`src/logic/ccpc_pkg.sv`:
```
// Shared constants and types for the capture/compare/PWM control unit
// What this block does
// PWM time base advances on system-clock-derived ticks, so PWM frequency follows the clock.
// Any reset returns all unit registers to defaults and pins to input.
// Control register bits 7-6 ignore writes and read back as zero.
// In PWM, duty_low_bits at 5-4 are the two duty LSBs below duty_high_byte.
// Mode field at bits 3-0 picks the mode; codes 11xx mean PWM.
// Mode 0000 turns the unit off and clears its internal state.
// Mode 0010 toggles the output pin on each compare match.
// Modes 0100/0101 capture the timer on every falling/rising pin edge.
// Modes 0110/0111 capture on every fourth/sixteenth rising edge.
// Mode 1000 drives the pin high on match and sets match_event_flag.
// Mode 1001 drives the pin low on match and sets match_event_flag.
// Mode 1010 only sets the flag on match; pin unchanged.
// Mode 1011 match sets unit10_event_flag and starts conversion if converter enabled.
// Timer source register 0 holds four 2-bit fields, unit 4 at top.
// Capture/compare uses first 16-bit timer when field LSB is 0, third otherwise.
// A relocation bit moves the unit pin to an alternate pin; default after reset.
// PWM period end clears timer, sets pin unless duty zero, latches duty byte.
// PWM pin goes low when 10-bit time base equals latched duty.
// In PWM the source field picks period timer 0, 1 or 2; code 11 reserved.
// Reserved modes 0001 and 0011 keep the unit inactive, pin and flags unchanged; the code holds the pin level but drops its output enable (pinOe).
package ccpc_pkg;
   // ----------------------------------------
   // Register byte addresses
   // ----------------------------------------
   localparam logic [5:0] ADDR_UNIT_CONTROL = 6'h00;
   localparam logic [5:0] ADDR_TIMER_SOURCE = 6'h04;
   localparam logic [5:0] ADDR_DUTY_HIGH = 6'h08;
   localparam logic [5:0] ADDR_DUTY_SHADOW = 6'h0C;
   localparam logic [5:0] ADDR_CAPTURE = 6'h10;
   localparam logic [5:0] ADDR_COMPARE = 6'h14;
   localparam logic [5:0] ADDR_RELOCATE = 6'h18;
   localparam logic [5:0] ADDR_FLAGS = 6'h1C;
   localparam logic [5:0] ADDR_PERIOD = 6'h20;
   // ----------------------------------------
   // Reset values
   // ----------------------------------------
   localparam logic [7:0] UNIT_CONTROL_RST = 8'h00;
   localparam logic [7:0] TIMER_SOURCE_RST = 8'h00;
   localparam logic [7:0] DUTY_RST = 8'h00;
   localparam logic [15:0] WORD_RST = 16'h0000;
   localparam logic [7:0] PERIOD_RST = 8'hFF;
   // ----------------------------------------
   // Field positions
   // ----------------------------------------
   localparam int UNIT2_SRC_LSB = 2;
   localparam int RELOCATE_BIT = 0;
   localparam int FLAG_MATCH_BIT = 0;
   localparam int FLAG_UNIT10_BIT = 1;
   // ----------------------------------------
   // Mode codes and counts
   // ----------------------------------------
   localparam logic [3:0] MODE_OFF = 4'h0;
   localparam logic [3:0] MODE_TOGGLE = 4'h2;
   localparam logic [3:0] MODE_CAP_FALL = 4'h4;
   localparam logic [3:0] MODE_CAP_RISE = 4'h5;
   localparam logic [3:0] MODE_CAP_RISE4 = 4'h6;
   localparam logic [3:0] MODE_CAP_RISE16 = 4'h7;
   localparam logic [3:0] MODE_CMP_SET = 4'h8;
   localparam logic [3:0] MODE_CMP_CLR = 4'h9;
   localparam logic [3:0] MODE_CMP_SOFT = 4'hA;
   localparam logic [3:0] MODE_CMP_SPECIAL = 4'hB;
   localparam logic [3:0] PRESCALE_LAST_1 = 4'h0;
   localparam logic [3:0] PRESCALE_LAST_4 = 4'h3;
   localparam logic [3:0] PRESCALE_LAST_16 = 4'hF;
   localparam logic [1:0] PWM_PHASE_LAST = 2'h3;
   localparam logic [1:0] SRC_RESERVED = 2'h3;

   typedef struct packed {
      logic [1:0] unused;
      logic [1:0] dutyLow;
      logic [3:0] mode;
   } ccpc_unit_control_s;

   typedef enum logic [2:0] {
      CLS_OFF,
      CLS_RESERVED,
      CLS_CAPTURE,
      CLS_COMPARE,
      CLS_PWM
   } ccpc_class_e;
endpackage : ccpc_pkg

```
`src/logic/ccpc_edge_prescale.sv`:
```
// Edge prescaler for capture events
`timescale 1ns/100ps
module ccpc_edge_prescale (
   // Clock and reset
   input wire logic ref_clk,
   input wire logic reset_n,
   // Control
   input wire logic clear,
   input wire logic edgeSeen,
   input wire logic [3:0] lastCount,
   // Event out
   output logic fire
);
   logic [3:0] edgeCount;
   logic [3:0] next_edgeCount;

   assign fire = edgeSeen && (edgeCount == lastCount);
   assign next_edgeCount = clear ? 4'h0 : (fire ? 4'h0 : edgeCount + 4'h1);

   always_ff @(posedge ref_clk or negedge reset_n) begin
      if (!reset_n) begin
         edgeCount <= 4'h0;
      end else if (clear || edgeSeen) begin
         edgeCount <= next_edgeCount;
      end
   end
endmodule : ccpc_edge_prescale

```
`src/logic/ccpc_unit.sv`:
```
// Capture/compare/PWM control unit with Avalon-MM register slave
//
// The placing of the registers and register access over Avalon-MM were left to the implementer.
`timescale 1ns/100ps
module ccpc_unit (
   // Clock and reset
   input wire logic ref_clk,
   input wire logic reset_n,
   // Avalon-MM slave
   input wire logic [5:0] avs_address,
   input wire logic avs_read,
   input wire logic avs_write,
   input wire logic [31:0] avs_writedata,
   output logic [31:0] avs_readdata,
   output logic avs_waitrequest,
   // Timers
   input wire logic [15:0] timer1Count,
   input wire logic [15:0] timer3Count,
   input wire logic [2:0] periodTick,
   // Converter
   input wire logic adcEnable,
   output logic adcStart,
   // Status
   output logic matchEventFlag,
   output logic unit10EventFlag,
   // Pins, index 0 default, 1 alternate
   input wire logic [1:0] pinIn,
   output logic [1:0] pinOut,
   output logic [1:0] pinOe
);
   // ----------------------------------------
   // State
   // ----------------------------------------
   ccpc_pkg::ccpc_unit_control_s unitControl;
   logic [7:0] timerSource;
   logic [7:0] dutyHigh;
   logic [7:0] dutyShadow;
   logic [1:0] dutyLatch;
   logic [15:0] captureValue;
   logic [15:0] compareValue;
   logic relocate;
   logic [7:0] periodLimit;
   logic [7:0] periodCount;
   logic [1:0] phase;
   logic outLevel;
   logic inPrev;
   logic matchPrev;
   logic next_level;
   ccpc_pkg::ccpc_class_e modeClass;

   // ----------------------------------------
   // Bus decode
   // ----------------------------------------
   wire logic wrAccept = avs_write && !avs_waitrequest;
   wire logic rdStart = avs_read && avs_waitrequest;
   wire logic wrCtrl = wrAccept && (avs_address == ccpc_pkg::ADDR_UNIT_CONTROL);
   wire logic wrSrc = wrAccept && (avs_address == ccpc_pkg::ADDR_TIMER_SOURCE);
   wire logic wrDuty = wrAccept && (avs_address == ccpc_pkg::ADDR_DUTY_HIGH);
   wire logic wrCmp = wrAccept && (avs_address == ccpc_pkg::ADDR_COMPARE);
   wire logic wrReloc = wrAccept && (avs_address == ccpc_pkg::ADDR_RELOCATE);
   wire logic wrFlags = wrAccept && (avs_address == ccpc_pkg::ADDR_FLAGS);
   wire logic wrPeriod = wrAccept && (avs_address == ccpc_pkg::ADDR_PERIOD);

   // ----------------------------------------
   // Mode decode
   // ----------------------------------------
   wire logic [3:0] mode = unitControl.mode;
   assign modeClass = (mode[3:2] == 2'b11) ? ccpc_pkg::CLS_PWM :
      (mode == ccpc_pkg::MODE_OFF) ? ccpc_pkg::CLS_OFF :
      (mode[3:2] == 2'b01) ? ccpc_pkg::CLS_CAPTURE :
      (mode == ccpc_pkg::MODE_TOGGLE || mode[3]) ? ccpc_pkg::CLS_COMPARE :
      ccpc_pkg::CLS_RESERVED;
   wire logic isPwm = (modeClass == ccpc_pkg::CLS_PWM);
   wire logic isCompare = (modeClass == ccpc_pkg::CLS_COMPARE);
   wire logic isCapture = (modeClass == ccpc_pkg::CLS_CAPTURE);
   wire logic isOff = (modeClass == ccpc_pkg::CLS_OFF);

   // Unit 2 field; the other fields are stored for software only
   wire logic [1:0] srcField = timerSource[ccpc_pkg::UNIT2_SRC_LSB +: 2];
   wire logic [15:0] selTimer = srcField[0] ? timer3Count : timer1Count;
   wire logic selPin = relocate ? pinIn[1] : pinIn[0];

   // ----------------------------------------
   // Capture
   // ----------------------------------------
   wire logic riseSeen = selPin && !inPrev;
   wire logic fallSeen = !selPin && inPrev;
   wire logic edgeSeen = isCapture &&
      ((mode == ccpc_pkg::MODE_CAP_FALL) ? fallSeen : riseSeen);
   wire logic [3:0] lastCount = (mode == ccpc_pkg::MODE_CAP_RISE4) ?
      ccpc_pkg::PRESCALE_LAST_4 : (mode == ccpc_pkg::MODE_CAP_RISE16) ?
      ccpc_pkg::PRESCALE_LAST_16 : ccpc_pkg::PRESCALE_LAST_1;
   wire logic captureFire;
   // Prescaler restarts whenever the unit leaves capture, so a mode
   // change never inherits a stale partial count
   wire logic prescaleClear = !isCapture || wrCtrl;

   ccpc_edge_prescale edgePrescale (
      .ref_clk(ref_clk),
      .reset_n(reset_n),
      .clear(prescaleClear),
      .edgeSeen(edgeSeen),
      .lastCount(lastCount),
      .fire(captureFire)
   );

   // ----------------------------------------
   // Compare
   // ----------------------------------------
   wire logic timerEqual = (selTimer == compareValue);
   // One hit per match, even while the timer rests on the value
   wire logic cmpHit = isCompare && timerEqual && !matchPrev;
   wire logic specialHit = cmpHit && (mode == ccpc_pkg::MODE_CMP_SPECIAL);
   wire logic matchSet = captureFire || (cmpHit && !specialHit);

   // ----------------------------------------
   // PWM time base
   // ----------------------------------------
   wire logic [3:0] tickSel = {1'b0, periodTick};
   // Reserved source never ticks, so the period stays frozen
   wire logic pwmTick = isPwm && (srcField != ccpc_pkg::SRC_RESERVED) &&
      tickSel[srcField];
   wire logic periodEnd = (periodCount == periodLimit) &&
      (phase == ccpc_pkg::PWM_PHASE_LAST);
   wire logic pwmWrap = pwmTick && periodEnd;
   wire logic [9:0] dutyValue = {dutyHigh, unitControl.dutyLow};
   wire logic [9:0] dutyLatched = {dutyShadow, dutyLatch};
   wire logic [9:0] timeBase = {periodCount, phase};
   wire logic [9:0] timeStep = timeBase + 10'h001;
   // Look at the step being taken, so the registered pin falls on the
   // tick at which the time base reaches the duty value, not one later
   wire logic dutyReached = pwmTick && (timeStep == dutyLatched);
   wire logic [7:0] countStep = periodCount + 8'h01;
   wire logic [1:0] phaseStep = phase + 2'h1;

   // ----------------------------------------
   // Output level
   // ----------------------------------------
   always_comb begin
      next_level = outLevel;
      unique case (modeClass)
         ccpc_pkg::CLS_OFF: begin
            next_level = 1'b0;
         end
         ccpc_pkg::CLS_COMPARE: begin
            if (cmpHit) begin
               if (mode == ccpc_pkg::MODE_TOGGLE) begin
                  next_level = !outLevel;
               end else if (mode == ccpc_pkg::MODE_CMP_SET) begin
                  next_level = 1'b1;
               end else if (mode == ccpc_pkg::MODE_CMP_CLR) begin
                  next_level = 1'b0;
               end
            end
         end
         ccpc_pkg::CLS_PWM: begin
            if (pwmWrap) begin
               next_level = (dutyValue != 10'h000);
            end else if (dutyReached) begin
               next_level = 1'b0;
            end
         end
         ccpc_pkg::CLS_CAPTURE, ccpc_pkg::CLS_RESERVED: begin
            next_level = outLevel;
         end
      endcase
   end

   wire logic drivePin = isCompare || isPwm;
   wire logic [1:0] next_pinOut = relocate ? {next_level, 1'b0} : {1'b0, next_level};
   wire logic [1:0] next_pinOe = relocate ? {drivePin, 1'b0} : {1'b0, drivePin};

   // ----------------------------------------
   // Read mux
   // ----------------------------------------
   wire logic [31:0] readMux =
      (avs_address == ccpc_pkg::ADDR_UNIT_CONTROL) ? {24'h0, 2'b00, unitControl[5:0]} :
      (avs_address == ccpc_pkg::ADDR_TIMER_SOURCE) ? {24'h0, timerSource} :
      (avs_address == ccpc_pkg::ADDR_DUTY_HIGH) ? {24'h0, dutyHigh} :
      (avs_address == ccpc_pkg::ADDR_DUTY_SHADOW) ? {24'h0, dutyShadow} :
      (avs_address == ccpc_pkg::ADDR_CAPTURE) ? {16'h0, captureValue} :
      (avs_address == ccpc_pkg::ADDR_COMPARE) ? {16'h0, compareValue} :
      (avs_address == ccpc_pkg::ADDR_RELOCATE) ? {31'h0, relocate} :
      (avs_address == ccpc_pkg::ADDR_FLAGS) ? {30'h0, unit10EventFlag, matchEventFlag} :
      (avs_address == ccpc_pkg::ADDR_PERIOD) ? {24'h0, periodLimit} : 32'h0;

   // Set beats clear: an event in the clearing cycle survives
   wire logic next_match = (matchEventFlag &&
      !(wrFlags && avs_writedata[ccpc_pkg::FLAG_MATCH_BIT])) || matchSet;
   wire logic next_unit10 = (unit10EventFlag &&
      !(wrFlags && avs_writedata[ccpc_pkg::FLAG_UNIT10_BIT])) || specialHit;

   // ----------------------------------------
   // Bus slave registers
   // ----------------------------------------
   always_ff @(posedge ref_clk or negedge reset_n) begin
      if (!reset_n) begin
         avs_waitrequest <= 1'b1;
         avs_readdata <= 32'h0;
      end else begin
         // One wait cycle per access, then low for exactly one cycle
         avs_waitrequest <= !((avs_read || avs_write) && avs_waitrequest);
         if (rdStart) begin
            avs_readdata <= readMux;
         end
      end
   end

   always_ff @(posedge ref_clk or negedge reset_n) begin
      if (!reset_n) begin
         unitControl <= ccpc_pkg::UNIT_CONTROL_RST;
         timerSource <= ccpc_pkg::TIMER_SOURCE_RST;
         dutyHigh <= ccpc_pkg::DUTY_RST;
         compareValue <= ccpc_pkg::WORD_RST;
         relocate <= 1'b0;
         periodLimit <= ccpc_pkg::PERIOD_RST;
      end else begin
         if (wrCtrl) begin
            unitControl <= {2'b00, avs_writedata[5:0]};
         end
         if (wrSrc) begin
            timerSource <= avs_writedata[7:0];
         end
         if (wrDuty) begin
            dutyHigh <= avs_writedata[7:0];
         end
         if (wrCmp) begin
            compareValue <= avs_writedata[15:0];
         end
         if (wrReloc) begin
            relocate <= avs_writedata[ccpc_pkg::RELOCATE_BIT];
         end
         if (wrPeriod) begin
            periodLimit <= avs_writedata[7:0];
         end
      end
   end

   // ----------------------------------------
   // Unit state
   // ----------------------------------------
   always_ff @(posedge ref_clk or negedge reset_n) begin
      if (!reset_n) begin
         periodCount <= 8'h00;
         phase <= 2'h0;
         dutyShadow <= ccpc_pkg::DUTY_RST;
         dutyLatch <= 2'h0;
      end else if (!isPwm) begin
         periodCount <= 8'h00;
         phase <= 2'h0;
         dutyShadow <= isOff ? ccpc_pkg::DUTY_RST : dutyShadow;
         dutyLatch <= isOff ? 2'h0 : dutyLatch;
      end else if (pwmWrap) begin
         periodCount <= 8'h00;
         phase <= 2'h0;
         dutyShadow <= dutyHigh;
         dutyLatch <= unitControl.dutyLow;
      end else if (pwmTick) begin
         phase <= phaseStep;
         periodCount <= (phase == ccpc_pkg::PWM_PHASE_LAST) ? countStep : periodCount;
      end
   end

   always_ff @(posedge ref_clk or negedge reset_n) begin
      if (!reset_n) begin
         captureValue <= ccpc_pkg::WORD_RST;
         outLevel <= 1'b0;
         inPrev <= 1'b0;
         matchPrev <= 1'b0;
         matchEventFlag <= 1'b0;
         unit10EventFlag <= 1'b0;
         adcStart <= 1'b0;
         pinOut <= 2'b00;
         pinOe <= 2'b00;
      end else begin
         if (captureFire) begin
            captureValue <= selTimer;
         end
         outLevel <= next_level;
         inPrev <= selPin;
         matchPrev <= timerEqual;
         matchEventFlag <= next_match;
         unit10EventFlag <= next_unit10;
         adcStart <= specialHit && adcEnable;
         pinOut <= next_pinOut;
         pinOe <= next_pinOe;
      end
   end
endmodule : ccpc_unit

```
`config.mk`:
```
export PLATFORM = sky130hd
export DESIGN_NAME = ccpc_unit
export DESIGN_NICKNAME = d
export VERILOG_FILES = /design/src/logic/ccpc_pkg.sv /design/src/logic/ccpc_edge_prescale.sv /design/src/logic/ccpc_unit.sv
export SDC_FILE = /design/constraint.sdc
export NUM_CORES = 1
export LEC_CHECK = 0
export ABC_AREA = 1
export BUFFER_PORTS_ARGS = -buffer_cell sky130_fd_sc_hd__buf_4
export CAP_MARGIN = 20
export CORE_ASPECT_RATIO = 1.1
export CORE_MARGIN = 3
export CORE_UTILIZATION = 56
export DETAILED_ROUTE_END_ITERATION = 8
export PLACE_DENSITY = 0.8
export SLEW_MARGIN = 40
export SYNTH_ARGS = -nofsm -noshare
export SYNTH_HDL_FRONTEND = slang
export SYNTH_HIERARCHICAL = 1
export SYNTH_SLANG_ARGS = --single-unit
```
`constraint.sdc`:
```
create_clock -name ref_clk -period 2.3 [get_ports ref_clk]
set_input_delay 0.345 -clock ref_clk [delete_from_list [all_inputs] [get_ports ref_clk]]
set_output_delay 0.345 -clock ref_clk [all_outputs]
set_load 0.02 [all_outputs]
```
After elaboration in Yosys (flattened, before gate mapping)
Cells that the tools add are included.
- output and inout port bits: 40
- bits in registers: 130
- bits of input ports: 80
- logic and storage cells: 156
- magnitude comparators: 1
- add/sub/neg operators: 4
- multiplexer cells: 44
- eq/ne operators: 30
- reductions and logical operators: 54
- operators with widths (cell ; number):
    $mux W16 ; 7
    $mux W8 ; 10
    $logic_and A1 B1 Y1 ; 28
    $eq A6 B5 Y1 const B ; 4
    $mux W2 ; 11
    $eq A16 B16 Y1 ; 1
    $mux W4 ; 4
    $eq A4 B3 Y1 const B ; 3
    $eq A4 B4 Y1 const B ; 3
    $eq A6 B4 Y1 const B ; 2
    $add A10 B1 Y10 const B ; 1
    $eq A10 B10 Y1 ; 1
    $logic_not A1 Y1 ; 10
    $reduce_bool A10 Y1 ; 1
    $mux W1 ; 9
    $add A8 B1 Y8 const B ; 1
    $eq A8 B8 Y1 ; 1
    $logic_or A1 B1 Y1 ; 8
    $eq A3 B2 Y1 const B ; 2
    $eq A6 B3 Y1 const B ; 1
    $eq A6 B6 Y1 const B ; 1
    $logic_not A6 Y1 ; 1
    $ne A3 B1 Y1 const B ; 2
    $add A4 B1 Y4 const B ; 1
    18 further kinds ; 20

Longest topological paths before layout
- depth after elaboration: 14
- mapped depth: 15
- depth with buffers taken out: 14

By module
The synthesis kept the hierarchy.
- modules (own cells, without submodules) (module ; cells an instance ; instances ; area each (um^2) ; sequential area each (um^2)):
    ccpc_unit ; 855 ; 1 ; 6164.7 ; 2763.9
    ccpc_edge_prescale ; 42 ; 1 ; 281.5 ; 100.1

Least setup slack after synthesis
OpenSTA, ideal clock, no wires.
- path kind: register -> register
- start: reg unitControl (netlist bit mode[2])
- end: reg captureValue[0]
- library setup time: 0.082 ns
- slack: 0.345 ns
- path buffers: 1
- period minus slack after synthesis: 1.955 ns
- data required time: 2.218 ns
- stages on the path, launching flop included: 12
- arrival: 1.873 ns
- path through: dfrtp_1 > inv_1 > nor2_1 > inv_1 > nor3_1 > nand2_1 > nor2_1 > nand3_2 > inv_1 > buf_1 > nor2_1 > a31oi_1
- longest elaborated chain between the ends: 9
- elaborated cells between the ends (all ways): 19
- classes of those cells: eq/ne (8); mux (7); reduce/logical (4)
- ends and longest elaborated chain (what ; line ; RTL):
    from (decl) ; ccpc_unit.sv:34 ; ccpc_pkg::ccpc_unit_control_s unitControl;
    from (signal assigned) ; ccpc_unit.sv:211 ; unitControl <= ccpc_pkg::UNIT_CONTROL_RST;
    from (signal assigned) ; ccpc_unit.sv:219 ; unitControl <= {2'b00, avs_writedata[5:0]};
    $eq A4 B2 Y1 ; ccpc_unit.sv:71 ; (mode == ccpc_pkg::MODE_TOGGLE || mode[3]) ? ccpc_pkg::CLS_COMPARE :
    $logic_or A1 B1 Y1 ; ccpc_unit.sv:71 ;
    $mux W2 ; ccpc_unit.sv:71 ;
    $mux W2 ; ccpc_unit.sv:70 ; (mode[3:2] == 2'b01) ? ccpc_pkg::CLS_CAPTURE :
    $mux W2 ; ccpc_unit.sv:69 ; (mode == ccpc_pkg::MODE_OFF) ? ccpc_pkg::CLS_OFF :
    $mux W3 ; ccpc_unit.sv:68 ; assign modeClass = (mode[3:2] == 2'b11) ? ccpc_pkg::CLS_PWM :
    $eq A3 B2 Y1 ; ccpc_unit.sv:75 ; wire logic isCapture = (modeClass == ccpc_pkg::CLS_CAPTURE);
    $logic_and A1 B1 Y1 (*) ; ccpc_unit.sv:88 ; wire logic edgeSeen = isCapture &&
    named net edgeSeen ; ccpc_unit.sv:88 ;
    $logic_and A1 B1 Y1 (*) ; ccpc_edge_prescale.sv:17 ; assign fire = edgeSeen && (edgeCount == lastCount);
    named net captureFire ; ccpc_unit.sv:93 ; wire logic captureFire;
    to (signal assigned) ; ccpc_unit.sv:266 ; captureValue <= ccpc_pkg::WORD_RST;
    to (signal assigned) ; ccpc_unit.sv:277 ; captureValue <= selTimer;
    to (decl) ; ccpc_unit.sv:39 ; logic [15:0] captureValue;
The timed path passes the listed nets; every way through them passes the cells marked *.
A chain may end at the register's enable or synchronous reset.

Worst setup path after layout
- start: reg unitControl (netlist bit mode[3])
- end: reg matchEventFlag
- elaborated cells between the ends (all ways): 28
- classes of those cells: eq/ne (10); mux (7); reduce/logical (11)
- RTL lines (what ; line ; RTL):
    $eq A4 B3 Y1 ; ccpc_unit.sv:91 ; ccpc_pkg::PRESCALE_LAST_4 : (mode == ccpc_pkg::MODE_CAP_RISE16) ?
    $mux W4 ; ccpc_unit.sv:91 ;
    $mux W4 (*) ; ccpc_unit.sv:90 ; wire logic [3:0] lastCount = (mode == ccpc_pkg::MODE_CAP_RISE4) ?
    named net lastCount[2] ; ccpc_unit.sv:90 ;
    $eq A4 B4 Y1 (*) ; ccpc_edge_prescale.sv:17 ;
    $logic_and A1 B1 Y1 (*) ; ccpc_edge_prescale.sv:17 ;
    named net captureFire ; ccpc_unit.sv:93 ;
    $logic_or A1 B1 Y1 (*) ; ccpc_unit.sv:114 ; wire logic matchSet = captureFire || (cmpHit && !specialHit);
    $logic_or A1 B1 Y1 (*) ; ccpc_unit.sv:189 ; !(wrFlags && avs_writedata[ccpc_pkg::FLAG_MATCH_BIT])) || matchSet;
    named net next_match ; ccpc_unit.sv:188 ; wire logic next_match = (matchEventFlag &&
    to (signal assigned) ; ccpc_unit.sv:282 ; matchEventFlag <= next_match;
    to (decl) ; ccpc_unit.sv:24 ; output logic matchEventFlag,
Marked as above.

==> summary.txt <==
Final #Nets: 1085
drt total wl: 17900 µm
Top Ports: 120
main combinational cell family by area after synthesis: simple AND/OR/NAND/NOR gates
RSZ-0062 raised after global routing: true
CP max stage delay: 0.43 ns
Fin. Hold Viols: 0
maximum vdd drop: 489 µV
endpoints failing setup: 0
Least-Margin Pin Slew: 0.518 ns
pre-CTS setup slack: 0.167 ns
startpoint types: flop
WL per Instance: 15.5 µm
max_cap viols: 0
first-pass GRT wire length: 29400 µm
CTS buffer count: 17
antenna cells: 0
Rows: 40
Final Max Slew Viols: 0
number of global-route vias before repair: 5938
vias per cell: 5.37
CTS sink count: 114
fraction of layout cells with a size suffix above 1: 17.1%
fin crit share: 94.4%
CORE AREA: 0.0111 mm²
synthesis-to-finish area growth: 22.8%
Layout Skew: 0.00750 ns
crit-path cells: nor2_1 -> inv_1 -> nor3_2 -> nand2_1 -> nand2_1 -> nor2_1 -> nand3_2 -> clkinvlp_4 -> buf_4 -> a21oi_1 -> o31ai_1
Relative slew margins: 65.5%
CP required: 2.58 ns
CP Data Arrival Time: 2.45 ns
worst min path class: in -> reg
initial antenna violation count: 0
post-synthesis cell count: 897
largest net degree at the start of global routing: 64
Tot GR Track Use: 29.4%
adder-cell share of the synthesized area: 0.776%
dpl hpwl: 13300 µm
Worst-path clk slew: 0.05 ns
R2R cell count: 11
WHS Path Cells: 2
status: complete, no violations
simple-gate portion of the synthesized area: 29.9%
yosys warns: 6
post-synthesis cell area: 0.00645 mm²
CP Max Fanout: 6
Cell variety after synth: 40
CTS Buffer Depth: 2
hold slack: 0.0999 ns
initial drt markers: 449
die span in x: 108 µm
PD cells: 744 mW/mm²
Max Fclk: 0.461 GHz
Compound-Gate Fraction of Synth Area: 12.9%
critical path class: reg -> reg
mean area per synthesized cell: 7.19 µm²
Port Buffers: 87
CP endpoint kind: flop
worst-skew pair later-pin latency: 0.41 ns
total gr overflow: 0
CTS tree: done
Leak: 3.95 nW
# fillers: 946
vias: 6213
multiplexer share of the synthesized area: 0.175%
H-tree depth: 4
Die Span Y: 119 µm
xor/xnor cell area share of the yosys netlist: 1.49%
final worst slack: 0.129 ns
CP max stage cell: dfrtp_1
DRC: 0
gpl congestion: 0.947
antenna-violating nets left: 0
Synth Register Bits: 114
sequential fraction of the synthesis area: 44.4%
post-route minimum period: 2.17 ns
DR pass1 iterations: 5
Initial Utilization: 58.3%
die area: 0.0128 mm²
Root Driver: clkbuf_16
## kinds of logic (layout without fill, tap and decap cells)
logic type                 Yosys count  count (layout)
adders and majority gates            4               4
muxes                                1               1
DFF                                114             114
buffers and inverters              152             251
xor gates and xnor gates            11              11
other                                1              16
and+or+nand+nor                    461             461
AOI/OAI and AO/OA                  153             153
## cell usage after synthesis
| cell | instances | area [µm²] |
|---|---|---|
| xor2_1 | 6 | 52.6 |
| o21ai_1 | 3 | 15.0 |
| a21oi_1 | 36 | 180 |
| nand3_1 | 63 | 315 |
| a22oi_1 | 8 | 60.1 |
| or2_2 | 2 | 12.5 |
| o21ai_0 | 82 | 410 |
| dfstp_2 | 9 | 236 |
| clkbuf_1 | 14 | 52.6 |
| and2_1 | 1 | 6.26 |
| ha_1 | 4 | 50.1 |
| nand2_2 | 4 | 25.0 |
| nand4_1 | 13 | 81.3 |
| a22o_1 | 1 | 8.76 |
| buf_4 | 16 | 120 |
| dfrtp_1 | 105 | 2630 |
| o221ai_1 | 1 | 8.76 |
| mux2_2 | 1 | 11.3 |
| o22ai_1 | 4 | 25.0 |
| o211ai_1 | 4 | 30.0 |
| a31oi_1 | 9 | 56.3 |
| buf_6 | 2 | 22.5 |
| nand3_2 | 3 | 30.0 |
| buf_2 | 8 | 40.0 |
| nand3b_1 | 5 | 37.5 |
| nand2_1 | 280 | 1050 |
| a221oi_1 | 1 | 8.76 |
| buf_1 | 2 | 7.51 |
| xnor2_1 | 5 | 43.8 |
| o31ai_1 | 2 | 15.0 |
| nor3_1 | 8 | 40.0 |
| nor4_1 | 2 | 12.5 |
| conb_1 | 1 | 3.75 |
| inv_1 | 107 | 402 |
| nor3b_1 | 1 | 7.51 |
| o2111ai_1 | 1 | 8.76 |
| o21a_1 | 1 | 7.51 |
| nor2_2 | 6 | 37.5 |
| inv_2 | 3 | 11.3 |
| nor2_1 | 73 | 274 |
## sequential cells by signal (all words and copies together) (netlist names), 2 cells and up
register / cells
avs_readdata: 16
captureValue: 16
compareValue: 16
dutyHigh: 8
dutyShadow: 8
periodCount: 8
periodLimit: 8
timerSource: 8
edgePrescale/edgeCount: 4
mode: 4
dutyLatch: 2
dutyValue: 2
phase: 2
pinOe: 2
pinOut: 2
## cells in the final DEF, fill, tap and decap left out, types with 4 or more instances in the layout
cell / count
a22oi_1: 8
o211ai_1: 4
a21oi_1: 36
nand3b_1: 5
buf_4: 107
nand2_2: 4
nand3_1: 63
conb_1: 16
a31oi_1: 9
nor2_1: 72
nor3_1: 6
o21ai_0: 82
xor2_1: 6
clkinv_2: 4
dfrtp_1: 103
clkbuf_8: 4
nand4_1: 13
ha_1: 4
dfstp_2: 9
clkbuf_16: 17
o22ai_1: 4
nand2_1: 280
inv_1: 105
xnor2_1: 5
nor2_2: 7
## area by class of cell
| class | count | area, µm² | area share [%] |
|---|---|---|---|
| clock inverters | 6 | 80.1 | 1.01 |
| flip-flops and latches | 114 | 2870 | 36.2 |
| repair buffers | 111 | 873 | 11.0 |
| multi-input cells | 646 | 3000 | 37.8 |
| inverters | 110 | 420 | 5.31 |
| well taps | 147 | 184 | 2.32 |
| repair inverters | 1 | 7.51 | 0.0948 |
| clock buffers | 23 | 488 | 6.17 |
## final timing paths
path / start / slack, ns / endpoint
worst max-delay path: mode[3] / 0.13 / matchEventFlag
worst min-delay path: avs_read / 0.1 / avs_waitrequest
worst max register to register: mode[3] / 0.13 / matchEventFlag
worst min register to register: avs_readdata[12] / 0.48 / avs_readdata[12]
max in group asynchronous: reset_n / 1.21 / periodLimit[6]
min in group asynchronous: reset_n / 0.33 / periodCount[3]
## per-stage QoR
step | setup TNS (ns) | util [%] | instance area [µm²] | total power [W] | std cells
after floorplan | 0 | - | 6500 | 0.00300 | 912
after global placement | 0 | 66.1 | 7310 | 0.00333 | 1127
after detailed placement | 0 | 66.1 | 7310 | 0.00335 | 1127
after CTS | 0 | 71.3 | 7890 | 0.00589 | 1157
after global routing | -0.115 | 71.6 | 7920 | 0.00615 | 1158
final | 0 | 71.6 | 7920 | 0.00589 | 1158
## report_power, final
part / internal, W / switching (W) / total, W
Combinational: 0.000358 / 0.000545 / 0.000903
Sequential: 0.00227 / 0.000179 / 0.00245
Clock: 0.00168 / 0.000863 / 0.00254
Total: 0.00430 / 0.00159 / 0.00589
## metal layers
metal | GRT usage [%] | routed length [µm] | up-vias
li1 | - | - | 3070
met1 | 38.1 | 7300 | 2857
met2 | 46.7 | 8710 | 231
met3 | 6.28 | 1150 | 55
met4 | 13.9 | 786 | 0
met5 | 0 | 0 | -
## critical path, delay by kind of cell, from the launching register on
family	cells	cell delay, ns
simple gates	6	0.72
flops	1	0.43
compound gates	2	0.25
buf+inv	3	0.64
## what timing repair did
item                                    4_1_cts  5_1_grt
gates resized for setup                       0        8
hold buffers                                  1        0
buffers inserted                              0        0
hold endpoints to repair                      8        0
endpoints found under the setup margin        0       12
No activity file was read; power rests on OpenSTA's default activity.
